--- src/lane_signal_config_defines.vh ---
// offsets, field positions, reset values and codes of the lane config bytes
`ifndef LANE_SIGNAL_CONFIG_DEFINES_VH
`define LANE_SIGNAL_CONFIG_DEFINES_VH

`define LANE2_TX_EMPHASIS_CTRL_ADDR 8'h1F
`define LANE2_QUIET_THRESHOLD_ADDR 8'h20
`define LANE3_QUIET_SPEED_SELECT_ADDR 8'h23
`define LANE3_RX_BOOST_CTRL_ADDR 8'h24
`define LANE3_TX_SWING_CTRL_ADDR 8'h25

`define LANE2_TX_EMPHASIS_CTRL_RST 8'h03
`define LANE2_QUIET_THRESHOLD_RST 8'h00
`define LANE3_QUIET_SPEED_SELECT_RST 8'h00
`define LANE3_RX_BOOST_CTRL_RST 8'h20
`define LANE3_TX_SWING_CTRL_RST 8'h03

`define EMPH_STYLE_BIT 7
`define EMPH_LEVEL_MSB 6
`define THR_DEASSERT_MSB 3
`define THR_DEASSERT_LSB 2
`define THR_ASSERT_MSB 1
`define THR_ASSERT_LSB 0
`define QUIET_AUTO_BIT 5
`define QUIET_MUTE_BIT 4
`define SPEED_AUTO_BIT 1
`define SPEED_SEL_BIT 0
`define BOOST_EN_BIT 5
`define GAIN_STAGE_MSB 4
`define GAIN_STAGE_LSB 3
`define BOOST_LEVEL_MSB 2
`define SWING_MSB 5

// writable masks: reserved bits always read zero
`define EMPH_WMASK 8'hFF
`define THR_WMASK 8'h0F
`define QSPD_WMASK 8'h33
`define BOOST_WMASK 8'h3F
`define SWING_WMASK 8'h3F

// emphasis strap code to register byte
`define EMPH_STRAP_00 8'h01
`define EMPH_STRAP_01 8'hE8
`define EMPH_STRAP_11 8'h88
`define EMPH_STRAP_0F 8'h90
`define EMPH_STRAP_1F 8'hA0
`define EMPH_STRAP_F0 8'hA0
`define EMPH_STRAP_F1 8'hA0
`define EMPH_STRAP_FF 8'hC0
`define EMPH_RESERVED 8'hC0

// equalizer strap code to register byte
`define BOOST_STRAP_FF 8'h20
`define BOOST_STRAP_11 8'h2A
`define BOOST_STRAP_00 8'h30
`define BOOST_STRAP_F0 8'h32
`define BOOST_STRAP_10 8'h39
`define BOOST_STRAP_F1 8'h35
`define BOOST_STRAP_01 8'h37
`define BOOST_STRAP_0F 8'h3B
`define BOOST_STRAP_1F 8'h3D

// three-level strap pin encoding
`define STRAP_LOW 2'h0
`define STRAP_HIGH 2'h1
`define STRAP_FLOAT 2'h2

`endif

--- src/lane_signal_config_regs.v ---
// lane 2/3 signal conditioning configuration bytes behind the management port
`timescale 1ns/10ps
`include "lane_signal_config_defines.vh"

// Operation
// - emphasis bit7 picks compatibility or enhanced style
// - emphasis bits 6:0 set de-emphasis level
// - 01h gives 0 dB, E8h gives -3.5 dB
// - 88h -6, 90h -9, A0h -12 dB
// - strap pins map to same emphasis bytes
// - threshold bits 3:2 deassert, 1:0 assert
// - threshold codes 00..11 select mV pairs
// - quiet auto bit5 overrides manual bit4
// - manual bit4: 0 active, 1 muted idle
// - speed auto bit1 overrides manual bit0
// - speed bit0: 0 slow rate, 1 fast
// - equalizer: enable, gain stage, boost level
// - 24 levels: 3 stages, 8 boosts
// - 20h bypasses equalizer, reset default
// - equalizer straps map to register codes
// - swing codes 03h/07h/0Fh/1Fh, 600..1200 mV
module lane_signal_config_regs (
  input wire clock,
  input wire srst,
  input wire regWrEn,
  input wire regRdEn,
  input wire [7:0] regAddr,
  input wire [7:0] regWrData,
  output reg [7:0] regRdData,
  output wire regAddrHit,
  input wire strapLoad,
  input wire [1:0] tx_emphasis_strap_pins1,
  input wire [1:0] tx_emphasis_strap_pins0,
  input wire [1:0] rx_boost_strap_pins1,
  input wire [1:0] rx_boost_strap_pins0,
  input wire autoQuietDetect,
  input wire autoSpeedDetect,
  output reg emphasisEnhanced,
  output reg [6:0] emphasisLevel,
  output reg emphasisReserved,
  output reg [1:0] quietDeassertSel,
  output reg [1:0] quietAssertSel,
  output reg lane3Muted,
  output reg lane3SquelchEnable,
  output reg lane3FastRate,
  output reg boostEnable,
  output reg [1:0] gain_stage_select,
  output reg [2:0] boost_level,
  output reg [5:0] tx_swing
);

  ////////////////////////////////////////////////////////////////////////////
  reg [7:0] emphasis_ff;
  reg [7:0] threshold_ff;
  reg [7:0] quietSpeed_ff;
  reg [7:0] boost_ff;
  reg [7:0] swing_ff;
  reg [7:0] nxt_emphasis;
  reg [7:0] nxt_boost;
  reg [7:0] emphStrapByte;
  reg [7:0] boostStrapByte;
  reg strapApply_ff;

  wire hitEmph = (regAddr == `LANE2_TX_EMPHASIS_CTRL_ADDR);
  wire hitThr = (regAddr == `LANE2_QUIET_THRESHOLD_ADDR);
  wire hitQspd = (regAddr == `LANE3_QUIET_SPEED_SELECT_ADDR);
  wire hitBoost = (regAddr == `LANE3_RX_BOOST_CTRL_ADDR);
  wire hitSwing = (regAddr == `LANE3_TX_SWING_CTRL_ADDR);

  assign regAddrHit = hitEmph | hitThr | hitQspd | hitBoost | hitSwing;

  ////////////////////////////////////////////////////////////////////////////
  // strap decode: each three-level pin pair names one register byte
  always @* begin
    case ({tx_emphasis_strap_pins1, tx_emphasis_strap_pins0})
      {`STRAP_LOW, `STRAP_LOW}: emphStrapByte = `EMPH_STRAP_00;
      {`STRAP_LOW, `STRAP_HIGH}: emphStrapByte = `EMPH_STRAP_01;
      {`STRAP_HIGH, `STRAP_HIGH}: emphStrapByte = `EMPH_STRAP_11;
      {`STRAP_LOW, `STRAP_FLOAT}: emphStrapByte = `EMPH_STRAP_0F;
      {`STRAP_HIGH, `STRAP_FLOAT}: emphStrapByte = `EMPH_STRAP_1F;
      {`STRAP_FLOAT, `STRAP_LOW}: emphStrapByte = `EMPH_STRAP_F0;
      {`STRAP_FLOAT, `STRAP_HIGH}: emphStrapByte = `EMPH_STRAP_F1;
      {`STRAP_FLOAT, `STRAP_FLOAT}: emphStrapByte = `EMPH_STRAP_FF;
      default: emphStrapByte = `LANE2_TX_EMPHASIS_CTRL_RST;
    endcase
  end

  always @* begin
    case ({rx_boost_strap_pins1, rx_boost_strap_pins0})
      {`STRAP_FLOAT, `STRAP_FLOAT}: boostStrapByte = `BOOST_STRAP_FF;
      {`STRAP_HIGH, `STRAP_HIGH}: boostStrapByte = `BOOST_STRAP_11;
      {`STRAP_LOW, `STRAP_LOW}: boostStrapByte = `BOOST_STRAP_00;
      {`STRAP_FLOAT, `STRAP_LOW}: boostStrapByte = `BOOST_STRAP_F0;
      {`STRAP_HIGH, `STRAP_LOW}: boostStrapByte = `BOOST_STRAP_10;
      {`STRAP_FLOAT, `STRAP_HIGH}: boostStrapByte = `BOOST_STRAP_F1;
      {`STRAP_LOW, `STRAP_HIGH}: boostStrapByte = `BOOST_STRAP_01;
      {`STRAP_LOW, `STRAP_FLOAT}: boostStrapByte = `BOOST_STRAP_0F;
      {`STRAP_HIGH, `STRAP_FLOAT}: boostStrapByte = `BOOST_STRAP_1F;
      default: boostStrapByte = `LANE3_RX_BOOST_CTRL_RST;
    endcase
  end

  ////////////////////////////////////////////////////////////////////////////
  // straps are caught at the first clock after reset release, never under reset
  always @(posedge clock) begin
    if (srst) begin
      strapApply_ff <= 1'b1;
    end else begin
      strapApply_ff <= 1'b0;
    end
  end

  ////////////////////////////////////////////////////////////////////////////
  reg [7:0] nxt_threshold;
  reg [7:0] nxt_quietSpeed;
  reg [7:0] nxt_swing;
  reg [7:0] rdMux;

  wire wrEmph = regWrEn & hitEmph;
  wire wrThr = regWrEn & hitThr;
  wire wrQspd = regWrEn & hitQspd;
  wire wrBoost = regWrEn & hitBoost;
  wire wrSwing = regWrEn & hitSwing;
  wire strapTake = strapApply_ff | strapLoad;

  // a bus write in the same cycle as a strap load wins
  always @* begin
    nxt_emphasis = emphasis_ff;
    if (strapTake) begin
      nxt_emphasis = emphStrapByte;
    end
    if (wrEmph) begin
      nxt_emphasis = regWrData & `EMPH_WMASK;
    end
  end

  always @* begin
    nxt_boost = boost_ff;
    if (strapTake) begin
      nxt_boost = boostStrapByte;
    end
    if (wrBoost) begin
      nxt_boost = regWrData & `BOOST_WMASK;
    end
  end

  // reserved bits are dropped so a careless host cannot set them
  always @* begin
    nxt_threshold = threshold_ff;
    if (wrThr) begin
      nxt_threshold = regWrData & `THR_WMASK;
    end
  end

  always @* begin
    nxt_quietSpeed = quietSpeed_ff;
    if (wrQspd) begin
      nxt_quietSpeed = regWrData & `QSPD_WMASK;
    end
  end

  always @* begin
    nxt_swing = swing_ff;
    if (wrSwing) begin
      nxt_swing = regWrData & `SWING_WMASK;
    end
  end

  ////////////////////////////////////////////////////////////////////////////
  // stored bytes
  always @(posedge clock) begin
    if (srst) begin
      emphasis_ff <= `LANE2_TX_EMPHASIS_CTRL_RST;
    end else begin
      emphasis_ff <= nxt_emphasis;
    end
  end

  always @(posedge clock) begin
    if (srst) begin
      threshold_ff <= `LANE2_QUIET_THRESHOLD_RST;
    end else begin
      threshold_ff <= nxt_threshold;
    end
  end

  always @(posedge clock) begin
    if (srst) begin
      quietSpeed_ff <= `LANE3_QUIET_SPEED_SELECT_RST;
    end else begin
      quietSpeed_ff <= nxt_quietSpeed;
    end
  end

  always @(posedge clock) begin
    if (srst) begin
      boost_ff <= `LANE3_RX_BOOST_CTRL_RST;
    end else begin
      boost_ff <= nxt_boost;
    end
  end

  always @(posedge clock) begin
    if (srst) begin
      swing_ff <= `LANE3_TX_SWING_CTRL_RST;
    end else begin
      swing_ff <= nxt_swing;
    end
  end

  ////////////////////////////////////////////////////////////////////////////
  // read data registered; unmapped addresses return zero
  always @* begin
    case (regAddr)
      `LANE2_TX_EMPHASIS_CTRL_ADDR: rdMux = emphasis_ff;
      `LANE2_QUIET_THRESHOLD_ADDR: rdMux = threshold_ff;
      `LANE3_QUIET_SPEED_SELECT_ADDR: rdMux = quietSpeed_ff;
      `LANE3_RX_BOOST_CTRL_ADDR: rdMux = boost_ff;
      `LANE3_TX_SWING_CTRL_ADDR: rdMux = swing_ff;
      default: rdMux = 8'h00;
    endcase
  end

  // held between reads so a slow host can pick it up late
  always @(posedge clock) begin
    if (srst) begin
      regRdData <= 8'h00;
    end else if (regRdEn) begin
      regRdData <= rdMux;
    end
  end

  ////////////////////////////////////////////////////////////////////////////
  // analog controls follow the stored bytes, or the auto detect inputs in auto mode, one cycle later
  always @(posedge clock) begin
    if (srst) begin
      emphasisEnhanced <= 1'b0;
    end else begin
      emphasisEnhanced <= emphasis_ff[`EMPH_STYLE_BIT];
    end
  end

  always @(posedge clock) begin
    if (srst) begin
      emphasisLevel <= 7'h03;
    end else begin
      emphasisLevel <= emphasis_ff[`EMPH_LEVEL_MSB:0];
    end
  end

  // reserved byte is flagged, the analog side still follows it like any other byte
  always @(posedge clock) begin
    if (srst) begin
      emphasisReserved <= 1'b0;
    end else begin
      emphasisReserved <= (emphasis_ff == `EMPH_RESERVED);
    end
  end

  always @(posedge clock) begin
    if (srst) begin
      quietDeassertSel <= 2'h0;
    end else begin
      quietDeassertSel <=
        threshold_ff[`THR_DEASSERT_MSB:`THR_DEASSERT_LSB];
    end
  end

  always @(posedge clock) begin
    if (srst) begin
      quietAssertSel <= 2'h0;
    end else begin
      quietAssertSel <= threshold_ff[`THR_ASSERT_MSB:`THR_ASSERT_LSB];
    end
  end

  always @(posedge clock) begin
    if (srst) begin
      lane3Muted <= 1'b0;
    end else if (quietSpeed_ff[`QUIET_AUTO_BIT]) begin
      lane3Muted <= autoQuietDetect;
    end else begin
      lane3Muted <= quietSpeed_ff[`QUIET_MUTE_BIT];
    end
  end

  // manual mode keeps squelch off so the output never drops by itself
  always @(posedge clock) begin
    if (srst) begin
      lane3SquelchEnable <= 1'b0;
    end else begin
      lane3SquelchEnable <= quietSpeed_ff[`QUIET_AUTO_BIT];
    end
  end

  always @(posedge clock) begin
    if (srst) begin
      lane3FastRate <= 1'b0;
    end else if (quietSpeed_ff[`SPEED_AUTO_BIT]) begin
      lane3FastRate <= autoSpeedDetect;
    end else begin
      lane3FastRate <= quietSpeed_ff[`SPEED_SEL_BIT];
    end
  end

  always @(posedge clock) begin
    if (srst) begin
      boostEnable <= 1'b1;
    end else begin
      boostEnable <= boost_ff[`BOOST_EN_BIT];
    end
  end

  always @(posedge clock) begin
    if (srst) begin
      gain_stage_select <= 2'h0;
    end else begin
      gain_stage_select <=
        boost_ff[`GAIN_STAGE_MSB:`GAIN_STAGE_LSB];
    end
  end

  always @(posedge clock) begin
    if (srst) begin
      boost_level <= 3'h0;
    end else begin
      boost_level <= boost_ff[`BOOST_LEVEL_MSB:0];
    end
  end

  always @(posedge clock) begin
    if (srst) begin
      tx_swing <= 6'h03;
    end else begin
      tx_swing <= swing_ff[`SWING_MSB:0];
    end
  end

endmodule // lane_signal_config_regs

--- config.mk ---
export PLATFORM = sky130hd
export DESIGN_NAME = lane_signal_config_regs
export DESIGN_NICKNAME = d
export VERILOG_FILES = /design/src/lane_signal_config_regs.v
export VERILOG_INCLUDE_DIRS = /design/src
export SDC_FILE = /design/constraint.sdc
export NUM_CORES = 1
export LEC_CHECK = 0
export BUFFER_PORTS_ARGS = -buffer_cell sky130_fd_sc_hd__buf_4
export CORE_MARGIN = 2
export CORE_UTILIZATION = 59
export CTS_BUF_LIST = sky130_fd_sc_hd__clkbuf_8
export CTS_CLUSTER_DIAMETER = 50
export DETAILED_ROUTE_END_ITERATION = 16
export PLACE_DENSITY = 0.85
export SLEW_MARGIN = 20
export SYNTH_ARGS = -nofsm -noshare
export SYNTH_HDL_FRONTEND = slang
export SYNTH_SLANG_ARGS = --single-unit
--- constraint.sdc ---
create_clock -name clock -period 2.9 [get_ports clock]
set_input_delay 0.725 -clock clock [delete_from_list [all_inputs] [get_ports clock]]
set_output_delay 0.725 -clock clock [all_outputs]
set_load 0.01 [all_outputs]
==> impl_metrics.env <==
export IMPL_timing_critical_path_from_type="input pin"
export IMPL_drive_gt1_share_pct=25.7
export IMPL_max_cap_violations=0
export IMPL_cp_data_required_time_ns=2.17
export IMPL_fin_worst_hold_slack_ns=0.465
export IMPL_power_density_nw_per_um2=558
export IMPL_final_net_count=415
export IMPL_power_share_combinational_pct=8.4
export IMPL_finClkSkew_ns=0.00427
export IMPL_grt_antenna_before_repair=0
export IMPL_regToRegEndpoint="emphasis_ff[3]"
export IMPL_ys_dominant_reg_cell="sky130_fd_sc_hd__dfxtp_1"
export IMPL_cp_end_kind="primary output"
export IMPL_holdPathEnd="regRdData[3]"
export IMPL_place_gp_congestion=0.871
export IMPL_routed_via_density=5.82
export IMPL_synth_edf_count=0
export IMPL_report_final_slew_viol_count=0
export IMPL_maximum_number_of_pins_on_one_net_before_global_route_repair=63
export IMPL_critical_path_start_end_classification="in2out"
export IMPL_cts_max_level=3
export IMPL_gr_total_overflow=0
export IMPL_leakage_power_total_nw=1.41
export IMPL_final_period_utilization_pct=87.9
export IMPL_ys_ff_latch=65
export IMPL_grt_first_pass_wirelength_mm=10.8
export IMPL_top_level_ports=68
export IMPL_synth_cell_types=45
export IMPL_dr_total_vias=2525
export IMPL_hpwl_mm=4.72
export IMPL_intPower_mw=1.50
export IMPL_pwr_share_seq_pct=47.5
export IMPL_holdCritStartpoint="regRdData[3]"
export IMPL_timing_max_slew_rel_slack_pct=60.6
export IMPL_floorplan_die_area_sq_um=5210
export IMPL_worst_ir_drop_on_vdd_mv=0.416
export IMPL_power_clock_fraction_pct=44.1
export IMPL_yosys_warnings=0
export IMPL_worst_skew_late_latency_ns=0.33
export IMPL_switching_power_uw=454
export IMPL_synthesis_area_sq_um=2740
export IMPL_area_sequential_sq_um=1300
export IMPL_regToRegStartpoint="strapApply_ff"
export IMPL_syn_num_nets=349
export IMPL_unrepaired_setup_endpoints_after_global_routing="false"
export IMPL_die_width_um=72.2
export IMPL_grt_use_total_pct=26.9
export IMPL_outcome="finished clean"
export IMPL_syn_area_per_cell_sq_um=8.82
export IMPL_finalHoldViolations=0
export IMPL_cts_sink_count=65
export IMPL_antenna_viol_nets_final=0
export IMPL_detail_route_first_pass_iterations=5
export IMPL_stdcell_area_sq_um=3500
export IMPL_first_global_vias=2208
export IMPL_instance_count_along_the_most_critical_hold_path=2
export IMPL_fp_dieH_um=72.2
export IMPL_worstSetupStartpoint="regAddr[3]"
export IMPL_routedWlPerCell_um=15.1
export IMPL_initial_standard_cell_utilization_of_the_core_pct=62.1
export IMPL_postSynth_asyncResetShare_pct=0
export IMPL_core_rowCount=24
export IMPL_dpl_cell_area_sq_um=3270
export IMPL_root_buffer_cell="sky130_fd_sc_hd__clkbuf_8"
export IMPL_crit_arrival_ns=1.83
export IMPL_number_of_port_buffers=67
export IMPL_synth_cells=311
export IMPL_r2r_slack_ns=1.50
export IMPL_cts_tree="done"
export IMPL_hold_buffers=0
export IMPL_power_switching_share_pct=23.3
export IMPL_tightestPinTransition_ns=0.583
export IMPL_max_clock_freq_mhz=392
export IMPL_max_clock_path_buffers=2
export IMPL_drt_total_wl_mm=6.55
export IMPL_area_growth_pct=27.5
export IMPL_fin_setup_tns_ns=0
export IMPL_multiInputGateArea_sq_um=1340
export IMPL_postCtsResizedCells=0
export IMPL_worst_setup_hold_path_clk_slew_ns=0.07
export IMPL_tritoncts_num_buffers=9
export IMPL_critical_path_peak_fanout=4
export IMPL_post_route_util_pct=79.2
export IMPL_yosysSeqAreaShare_pct=47.4
export IMPL_drt_initial_drc_count=215
export IMPL_hp_class="reg2reg"
export IMPL_n_antenna_cell=0
export IMPL_nFillCells=302
export IMPL_final_min_clock_period_ns=2.55
export IMPL_core_sq_um=4410
export IMPL_setup_viol=0
export IMPL_worstRegToRegCells=5
export IMPL_cts_setup_buffers=0
export IMPL_drt_drc_violations_left=0
## cell type report
class	count	area share, %
clock inverters	6	2.61
inverters	6	0.644
repair buffers	72	15.5
flip-flops and latches	65	37.2
well taps	52	1.86
clock buffers	10	3.94
multi-input cells	223	38.3
## layout by cell type (no fill, tap or decap), types with 7 or more instances in the layout
cell type	netlist	final
sky130_fd_sc_hd__a211oi_1	7	7
sky130_fd_sc_hd__a21oi_1	28	28
sky130_fd_sc_hd__buf_4	0	72
sky130_fd_sc_hd__clkbuf_8	0	10
sky130_fd_sc_hd__dfxtp_1	65	65
sky130_fd_sc_hd__ha_1	7	7
sky130_fd_sc_hd__nand2_1	38	38
sky130_fd_sc_hd__nand3_1	24	24
sky130_fd_sc_hd__nor2_1	21	21
sky130_fd_sc_hd__nor2b_1	21	21
sky130_fd_sc_hd__nor3_1	7	7
sky130_fd_sc_hd__o21ai_0	7	7
## sequential cells by signal (all words and copies together), names as in the netlist, 3 cells and up
name and count:
boost_ff 6, boost_level 3, emphasisLevel 7, emphasis_ff 8
quietSpeed_ff 4, regRdData 8, swing_ff 6, threshold_ff 4
tx_swing 6
## worst max path at each step
stage / endpoint / cells after the start / slack [ns]
2_1_floorplan: regAddrHit / 4 / 0.52
3_3_place_gp: regAddrHit / 6 / 0.37
3_5_place_dp: regAddrHit / 6 / 0.34
4_1_cts: regAddrHit / 6 / 0.35
5_1_grt: regAddrHit / 6 / 0.31
6_report: regAddrHit / 6 / 0.35
## logic make-up (layout without fill, tap and decap cells)
logic type      count (synthesis)  count (layout)  share of synthesized area, %
simple gates                  140             140                          26.7
compound gates                 70              70                          16.7
flops                          65              65                          47.4
buf+inv                        23              94                          3.74
fa+ha+maj                       7               7                          3.19
mux                             6               6                          2.24
## Yosys cell counts, types with 2 or more instances
library cell | n | area, sq um
sky130_fd_sc_hd__nor4b_1 | 2 | 17.5
sky130_fd_sc_hd__nand2_1 | 38 | 143
sky130_fd_sc_hd__nor3b_1 | 2 | 15.0
sky130_fd_sc_hd__nor3_1 | 7 | 35.0
sky130_fd_sc_hd__mux2i_1 | 5 | 50.1
sky130_fd_sc_hd__nand2b_1 | 3 | 18.8
sky130_fd_sc_hd__o21ai_0 | 7 | 35.0
sky130_fd_sc_hd__a211oi_1 | 7 | 52.6
sky130_fd_sc_hd__a221oi_1 | 3 | 26.3
sky130_fd_sc_hd__and3_1 | 3 | 18.8
sky130_fd_sc_hd__inv_1 | 6 | 22.5
sky130_fd_sc_hd__dfxtp_1 | 65 | 1300
sky130_fd_sc_hd__and2_1 | 2 | 12.5
sky130_fd_sc_hd__nand3_1 | 24 | 120
sky130_fd_sc_hd__buf_1 | 2 | 7.51
sky130_fd_sc_hd__clkbuf_1 | 12 | 45.0
sky130_fd_sc_hd__buf_6 | 2 | 22.5
sky130_fd_sc_hd__o221ai_1 | 3 | 26.3
sky130_fd_sc_hd__a21oi_1 | 28 | 140
sky130_fd_sc_hd__o21bai_1 | 3 | 22.5
sky130_fd_sc_hd__nor2_1 | 21 | 78.8
sky130_fd_sc_hd__nand3b_1 | 3 | 22.5
sky130_fd_sc_hd__o211ai_1 | 4 | 30.0
sky130_fd_sc_hd__nor2b_1 | 21 | 131
sky130_fd_sc_hd__o41ai_1 | 2 | 17.5
sky130_fd_sc_hd__or2_2 | 6 | 37.5
sky130_fd_sc_hd__ha_1 | 7 | 87.6
sky130_fd_sc_hd__a311oi_1 | 3 | 26.3
sky130_fd_sc_hd__a22oi_1 | 4 | 30.0
## power groups by stage
stage,sequential [mW],combinational (mW),clock (mW)
after floorplan,0.945,0.0837,0
after detailed placement,0.946,0.163,0
final,0.926,0.165,0.860
after CTS,0.926,0.164,0.865
after global routing,0.928,0.182,0.901
after global placement,0.946,0.160,0
## through the flow
| step | worst slack (ns) | std cells | power (mW) |
|---|---|---|---|
| after floorplan | 0.522 | 311 | 1.03 |
| after global placement | 0.372 | 418 | 1.11 |
| after detailed placement | 0.342 | 418 | 1.11 |
| after CTS | 0.345 | 434 | 1.95 |
| after global routing | 0.308 | 434 | 2.01 |
| final | 0.349 | 434 | 1.95 |
## critical path, stage by stage
cell	delay, ns
sky130_fd_sc_hd__buf_4	0.12
sky130_fd_sc_hd__or3b_1	0.44
sky130_fd_sc_hd__o22ai_1	0.17
sky130_fd_sc_hd__a2bb2oi_1	0.10
sky130_fd_sc_hd__nor3_1	0.14
sky130_fd_sc_hd__buf_4	0.14
## metal layers
layer	vias to the layer above	routed length [um]	share of wire, %	global-route usage [%]
met2	113	3020	46	41.7
met5	-	0	0	0
met4	0	128	2.0	11.7
met1	1154	2840	43	36.7
li1	1240	-	-	-
met3	18	562	8.6	5.14
(Power assumes the default switching activity.)
